## config.mk

```make
export PLATFORM = sky130hd
export DESIGN_NAME = peripheral_bus_bridge
export DESIGN_NICKNAME = d
export VERILOG_FILES = /design/src/bridge_pkg.sv /design/src/peripheral_bus_bridge.sv /design/src/clk_enable_divider.sv
export SDC_FILE = /design/constraint.sdc
export NUM_CORES = 1
export LEC_CHECK = 0
export ABC_AREA = 1
export BUFFER_PORTS_ARGS = -buffer_cell sky130_fd_sc_hd__buf_2
export CORE_UTILIZATION = 45
export DETAILED_ROUTE_END_ITERATION = 7
export PLACE_DENSITY = 0.69
export SLEW_MARGIN = 20
export SYNTH_ARGS = -nofsm -noshare
export SYNTH_HDL_FRONTEND = slang
export SYNTH_SLANG_ARGS = --single-unit
```

## constraint.sdc

```tcl
create_clock -name clk -period 9.95 [get_ports clk]
set_input_delay 1.4925 -clock clk [delete_from_list [all_inputs] [get_ports clk]]
set_output_delay 1.4925 -clock clk [all_outputs]
set_load 0.005 [all_outputs]
```

## src/bridge_pkg.sv

```systemverilog
// Constants for the main-bus to peripheral-bus bridge
package bridge_pkg;
  // Address regions
  localparam logic [31:0] BUS1_BASE      = 32'h0008_0000;
  localparam logic [31:0] BUS2_BASE      = 32'h0009_0000;
  localparam logic [31:0] BUS3_BASE      = 32'h000a_0000;
  localparam logic [31:0] BUS4_BASE      = 32'h000b_0000;
  localparam logic [31:0] BUS5_BASE      = 32'h000c_0000;
  localparam logic [31:0] BUS6_BASE      = 32'h000d_0000;
  localparam logic [31:0] EXT_BASE       = 32'h000e_0000;
  localparam logic [31:0] EXT_ERR_LAST   = 32'h000e_00ff;
  localparam logic [31:0] EXT_LAST       = 32'h000e_ffff;
  localparam logic [31:0] ICU_B_FIRST    = 32'h0008_77bc;
  localparam logic [31:0] ICU_B_LAST     = 32'h0008_77cf;
  localparam logic [31:0] ICU_A_FIRST    = 32'h0008_7830;
  localparam logic [31:0] ICU_A_LAST     = 32'h0008_79d1;
  // Target bus codes
  localparam logic [2:0]  BUS_NONE       = 3'h0;
  localparam logic [2:0]  BUS_EXT        = 3'h7;
  // Clock enable selectors
  localparam logic [1:0]  CLK_A          = 2'h0;
  localparam logic [1:0]  CLK_B          = 2'h1;
  localparam logic [1:0]  CLK_F          = 2'h2;
  localparam logic [1:0]  CLK_EXT        = 2'h3;
  localparam int          NUM_CLKS       = 4;
  // Timing
  localparam logic [4:0]  ICU_MIN_CYCLES = 5'h02;
  localparam logic [4:0]  CNT_MAX        = 5'h1f;
  localparam logic [3:0]  DIV_RESET      = 4'h0;
endpackage

```

## src/peripheral_bus_bridge.sv

```systemverilog
// Main-bus to peripheral-bus bridge with clock synchronisation
`timescale 1ns/10ps
module peripheral_bus_bridge (
  input  wire logic        clk,
  input  wire logic        sys_rst,
  input  wire logic        reqValid,
  input  wire logic [31:0] reqAddr,
  input  wire logic        reqWrite,
  input  wire logic [1:0]  reqSize,
  input  wire logic [31:0] reqWdata,
  input  wire logic        busContend,
  input  wire logic        coreSlower,
  input  wire logic [3:0]  divA,
  input  wire logic [3:0]  divB,
  input  wire logic [3:0]  divF,
  input  wire logic [3:0]  divExt,
  input  wire logic        tgtAck,
  input  wire logic [31:0] tgtRdata,
  output logic             reqAck,
  output logic [31:0]      rdata,
  output logic             tgtValid,
  output logic [2:0]       tgtBus,
  output logic [31:0]      tgtAddr,
  output logic             tgtWrite,
  output logic [1:0]       tgtSize,
  output logic [31:0]      tgtWdata
);
  typedef enum logic [2:0] {IDLE, MAIN, SYNC, PERIPH, INTERRUPT_CONTROL_UNIT} fsm_t;

  typedef struct packed {
    fsm_t        fsm;
    logic        ack;
    logic [31:0] rdata;
    logic        tValid;
    logic [2:0]  tBus;
    logic [31:0] tAddr;
    logic        tWrite;
    logic [1:0]  tSize;
    logic [31:0] tWdata;
    logic [1:0]  clkSel;
    logic        sync;
    logic        interrupt_control_unit;
    logic        edgeSeen;
    logic [4:0]  cnt;
  } state_t;

  state_t                    st;
  state_t                    next_st;
  logic [bridge_pkg::NUM_CLKS-1:0] en;
  logic [bridge_pkg::NUM_CLKS-1:0][3:0] divs;
  logic                      effEn;

  ////////////////////////////////////////////////////////////////////////////
  // Address decoding

  function automatic logic [2:0] busOf(input logic [31:0] a);
    if (a >= bridge_pkg::EXT_BASE && a <= bridge_pkg::EXT_LAST) begin
      busOf = bridge_pkg::BUS_EXT;
    end else if (a > bridge_pkg::EXT_LAST) begin
      busOf = bridge_pkg::BUS_NONE;
    end else if (a >= bridge_pkg::BUS6_BASE) begin
      busOf = 3'h6;
    end else if (a >= bridge_pkg::BUS5_BASE) begin
      busOf = 3'h5;
    end else if (a >= bridge_pkg::BUS4_BASE) begin
      busOf = 3'h4;
    end else if (a >= bridge_pkg::BUS3_BASE) begin
      busOf = 3'h3;
    end else if (a >= bridge_pkg::BUS2_BASE) begin
      busOf = 3'h2;
    end else if (a >= bridge_pkg::BUS1_BASE) begin
      busOf = 3'h1;
    end else begin
      busOf = bridge_pkg::BUS_NONE;
    end
  endfunction

  function automatic logic isIcuB(input logic [31:0] a);
    isIcuB = (a >= bridge_pkg::ICU_B_FIRST) && (a <= bridge_pkg::ICU_B_LAST);
  endfunction

  function automatic logic isIcuA(input logic [31:0] a);
    isIcuA = (a >= bridge_pkg::ICU_A_FIRST) && (a <= bridge_pkg::ICU_A_LAST);
  endfunction

  function automatic logic [1:0] clkOf(input logic [31:0] a);
    logic [2:0] b;
    b = busOf(a);
    if (isIcuB(a)) begin
      clkOf = bridge_pkg::CLK_B;
    end else if (b == bridge_pkg::BUS_EXT) begin
      clkOf = bridge_pkg::CLK_EXT;
    end else if (b == 3'h6) begin
      clkOf = bridge_pkg::CLK_F;
    end else if (b == 3'h4 || b == 3'h5) begin
      clkOf = bridge_pkg::CLK_B;
    end else begin
      clkOf = bridge_pkg::CLK_A;
    end
  endfunction

  function automatic logic needsSync(input logic [31:0] a);
    logic [2:0] b;
    b = busOf(a);
    needsSync = (b >= 3'h2 && b <= 3'h6) ||
                (b == bridge_pkg::BUS_EXT && a > bridge_pkg::EXT_ERR_LAST);
  endfunction

  ////////////////////////////////////////////////////////////////////////////
  // Peripheral clock enables

  assign divs = {divExt, divF, divB, divA};

  generate
    for (genvar i = 0; i < bridge_pkg::NUM_CLKS; i++) begin : g_div
      clk_enable_divider u_div (
        .clk     (clk),
        .sys_rst (sys_rst),
        .div     (divs[i]),
        .enable  (en[i])
      );
    end
  endgenerate

  // Slow core sees the peripheral ready every core cycle
  assign effEn = coreSlower | en[st.clkSel];

  ////////////////////////////////////////////////////////////////////////////
  // Access sequencer

  always_comb begin
    next_st     = st;
    next_st.ack = 1'b0;
    if (st.cnt != bridge_pkg::CNT_MAX) begin
      next_st.cnt = st.cnt + 5'h01;
    end
    case (st.fsm)
      IDLE: begin
        if (reqValid && !busContend && !st.ack) begin
          next_st.fsm      = MAIN;
          next_st.tBus     = busOf(reqAddr);
          next_st.tAddr    = reqAddr;
          next_st.tWrite   = reqWrite;
          next_st.tSize    = reqSize;
          next_st.tWdata   = reqWdata;
          next_st.clkSel   = clkOf(reqAddr);
          next_st.sync     = needsSync(reqAddr);
          next_st.interrupt_control_unit      = isIcuA(reqAddr) | isIcuB(reqAddr);
          next_st.edgeSeen = 1'b0;
          next_st.cnt      = 5'h01;
        end
      end
      MAIN: begin
        // One main-bus cycle, then sync or straight to the target
        next_st.edgeSeen = effEn;
        if (st.interrupt_control_unit) begin
          next_st.fsm    = INTERRUPT_CONTROL_UNIT;
          next_st.tValid = 1'b1;
        end else if (st.sync && !coreSlower) begin
          next_st.fsm    = SYNC;
        end else begin
          next_st.fsm    = PERIPH;
          next_st.tValid = 1'b1;
        end
      end
      SYNC: begin
        // Wait for the target clock edge: at most one target clock
        if (effEn) begin
          next_st.fsm    = PERIPH;
          next_st.tValid = 1'b1;
        end
      end
      PERIPH: begin
        if (tgtAck && effEn) begin
          next_st.fsm    = IDLE;
          next_st.tValid = 1'b0;
          next_st.ack    = 1'b1;
          next_st.rdata  = tgtRdata;
        end
      end
      INTERRUPT_CONTROL_UNIT: begin
        // Two core cycles at least, ending by the next target edge
        if (effEn || st.edgeSeen) begin
          next_st.fsm    = IDLE;
          next_st.tValid = 1'b0;
          next_st.ack    = 1'b1;
          next_st.rdata  = tgtRdata;
        end
      end
      default: begin
        next_st.fsm    = IDLE;
        next_st.tValid = 1'b0;
      end
    endcase
  end

  always_ff @(posedge clk or posedge sys_rst) begin
    if (sys_rst) begin
      st <= '0;
    end else begin
      st <= next_st;
    end
  end

  assign reqAck   = st.ack;
  assign rdata    = st.rdata;
  assign tgtValid = st.tValid;
  assign tgtBus   = st.tBus;
  assign tgtAddr  = st.tAddr;
  assign tgtWrite = st.tWrite;
  assign tgtSize  = st.tSize;
  assign tgtWdata = st.tWdata;
endmodule

```

## src/clk_enable_divider.sv

```systemverilog
// Divider that produces a one-cycle enable every div+1 core cycles
`timescale 1ns/10ps
module clk_enable_divider (
  input  wire logic       clk,
  input  wire logic       sys_rst,
  input  wire logic [3:0] div,
  output logic            enable
);
  logic [3:0] count;

  always_ff @(posedge clk or posedge sys_rst) begin
    if (sys_rst) begin
      count  <= bridge_pkg::DIV_RESET;
      enable <= 1'b0;
    end else if (count >= div) begin
      count  <= bridge_pkg::DIV_RESET;
      enable <= 1'b1;
    end else begin
      count  <= count + 4'h1;
      enable <= 1'b0;
    end
  end
endmodule

```

==> key figures <==
Status
  • Status: finished, final reports clean

GRT
  • Initial antenna violation count: 0
  • Vias in the first global route: 5008
  • GRT Resource Usage Total: 19.1%
  • First-pass GRT wire length: 24100 µm
  • Total grt overflow: 0
  • Pin count of the biggest net entering global routing: 95

Placed design
  • Final GP Congestion: 0.815
  • Setup slack at placement: 5790 ps
  • Placed insts: 1116
  • Hpwl dp: 10200 µm
  • PortBufs: 224

Drt
  • Final ANT Viol Nets: 0
  • Vias per cell: 4.66
  • Drt wl/cell: 12.8 µm
  • DRC violations left: 0
  • DRT iter0 DRCs: 295
  • Vias after detailed routing: 5350
  • WL final: 14700 µm
  • DRT Pass-1 Iters: 4

Yosys
  • Post-synthesis net count: 974
  • Post-synth EDFFs: 0
  • Most used DFF post-synth: dfrtp_1
  • Synthesized instance count: 833
  • Ys async rst share: 100%
  • Synthesis-stage register bit count: 132
  • Synthesized cell area: 6930 µm²
  • Post-synth cell types: 33
  • Avg Cell Area, Syn: 8.32 µm²
  • Top post-synthesis cells by area: dfrtp_1, nand2_1, buf_4
  • Seq/Total Area, Yosys: 47.7%
  • Yosys warns: 0
  • Post-synth top area share: 47.7%
  • Most common cell in the netlist: nand2_1
  • Yosys top cell by area: dfrtp_1
  • Synth cell count leaders: nand2_1, dfrtp_1, buf_4

Die
  • Die height: 126 µm
  • FP Rows: 44
  • IO Pins: 225
  • Die area: 15900 µm²
  • Core area: 14800 µm²
  • Die W: 126 µm
  • Starting Density: 47.0%

Clock network
  • Clock Pin Slew Worst Setup and Hold Paths: 60 ps
  • Clock sinks: 132
  • Post-CTS Setup Bufs: 0
  • Worst-Skew Late Latency: 410 ps
  • Cts repair resizes: 0
  • CTS Hold Bufs: 0
  • TritonCTS clock tree: done
  • CTS max path bufs: 2
  • Num CTS Buffers: 17
  • CTS root buffer: clkbuf_16
  • H-Tree Depth: 4

Cells and area
  • Final Util: 54.3%
  • # diodes: 0
  • Fill count: 1426
  • Layout cells sized above 1: 30.3%
  • Final net count: 1092
  • Non-filler cells, final: 1148
  • Area Overhead vs Synth: 15.6%

STA
  • Max Clock Freq: 0.279 GHz
  • Final Hold Viols: 0
  • Min setup slack post-route: 6370 ps
  • Final Skew: 4.95 ps
  • Setup_tns: 0 ps
  • Final min period: 3580 ps
  • Max-slew headroom: 35.9%
  • Final Max Tran Viols: 0
  • RSZ-0062 raised after global routing: false
  • Tcrit/Tclk final: 36.0%
  • Endpoints failing setup: 0
  • Slew @ Worst Pin: 961 ps

Power and ir drop
  • Worst VDD drop: 0.126 mV
  • PD cells: 294 nW/µm²
  • Pleak: 4.54 nW

Critical path
  • Crit path capture type: flop
  • CP required: 10270 ps
  • Crit path arrival time: 3900 ps
  • CP Class: input pin to flop
  • Max FO, Critical Path: 94
  • Worst setup SP type: input pin

Run
  • Max-cap violations: 0

Min path
  • Hold Path Class: flop to flop
-- critical path, stage by stage --
cell and delay [ps]:
buf_2 100, nor3b_1 460, nand2_4 580, inv_2 940, nand4_1 160, o21ai_0 110
-- path summary, 6_finish.rpt --
path,endpoint,from,slack (ps),depth (start not counted)
max,st[9],busContend,6370,6
min in group asynchronous,rdata[7],sys_rst,1160,2
max in group asynchronous,rdata[5],sys_rst,7480,3
max reg2reg,st[9],reqAck,7180,5
min,tgtAddr[24],tgtAddr[24],470,2
min reg2reg,tgtAddr[24],tgtAddr[24],470,2
-- registers in the layout, indices dropped and copies added, names as in the netlist --
name                count
rdata                  32
g_div.u_div.enable      4
tgtSize                 2
tgtBus                  3
tgtWrite                1
st                      8
tgtWdata               32
tgtValid                1
tgtAddr                32
reqAck                  1
g_div.u_div.count      16
-- cell type report --
cell class,count,area (µm²),area share [%]
clock buffers,21,480,6.00
clock inverters,11,174,2.17
inverters,62,240,3.00
multi-input cells,513,2450,30.6
flip-flops and latches,132,3300,41.2
well taps,184,230,2.87
repair buffers,225,1130,14.1
-- per-layer routing --
layer  up-vias  wire length [µm]  global-route usage (%)
li1       2745                 -                       -
met1      2421              6840                    25.3
met2       169              6820                    30.7
met3        15               860                    4.33
met4         0               188                    7.02
met5         -                 0                       0
-- layout by cell type (no fill, tap or decap), drive strengths merged, types with 4 or more instances in the layout --
master and instances:
a21oi 5, buf 225, bufinv 4, clkbuf 21, clkinv 4, dfrtp 132
ha 20, inv 62, nand2 316, nand3 21, nand4 12, nor2 53
nor3 6, o211ai 4, o21ai 61, xnor2 4, xor2 4
-- where the power goes --
| group | internal, mW | switching, mW | total, mW |
|---|---|---|---|
| logic | 0.329 | 0.440 | 0.769 |
| clock network | 0.447 | 0.232 | 0.679 |
| registers | 0.776 | 0.128 | 0.904 |
-- through the flow --
step / hold slack [ps] / total power [mW] / area, µm²
floorplan: 447 / 1.63 / 6930
global placement: 457 / 1.66 / 7350
detailed placement: 460 / 1.69 / 7350
CTS: 476 / 2.38 / 8010
global route: 485 / 2.53 / 8010
finish: 472 / 2.35 / 8010
-- kinds of logic after synthesis --
group	after synthesis	synth area share, %
AND/OR/NAND/NOR	412	25.0
adder cells (fa/ha/maj)	20	3.61
flip-flops	132	47.7
XOR/XNOR	8	1.01
buffers and inverters	188	17.0
AO/OA/AOI/OAI	73	5.67
Note: power is estimated with default switching activity, not from simulation.
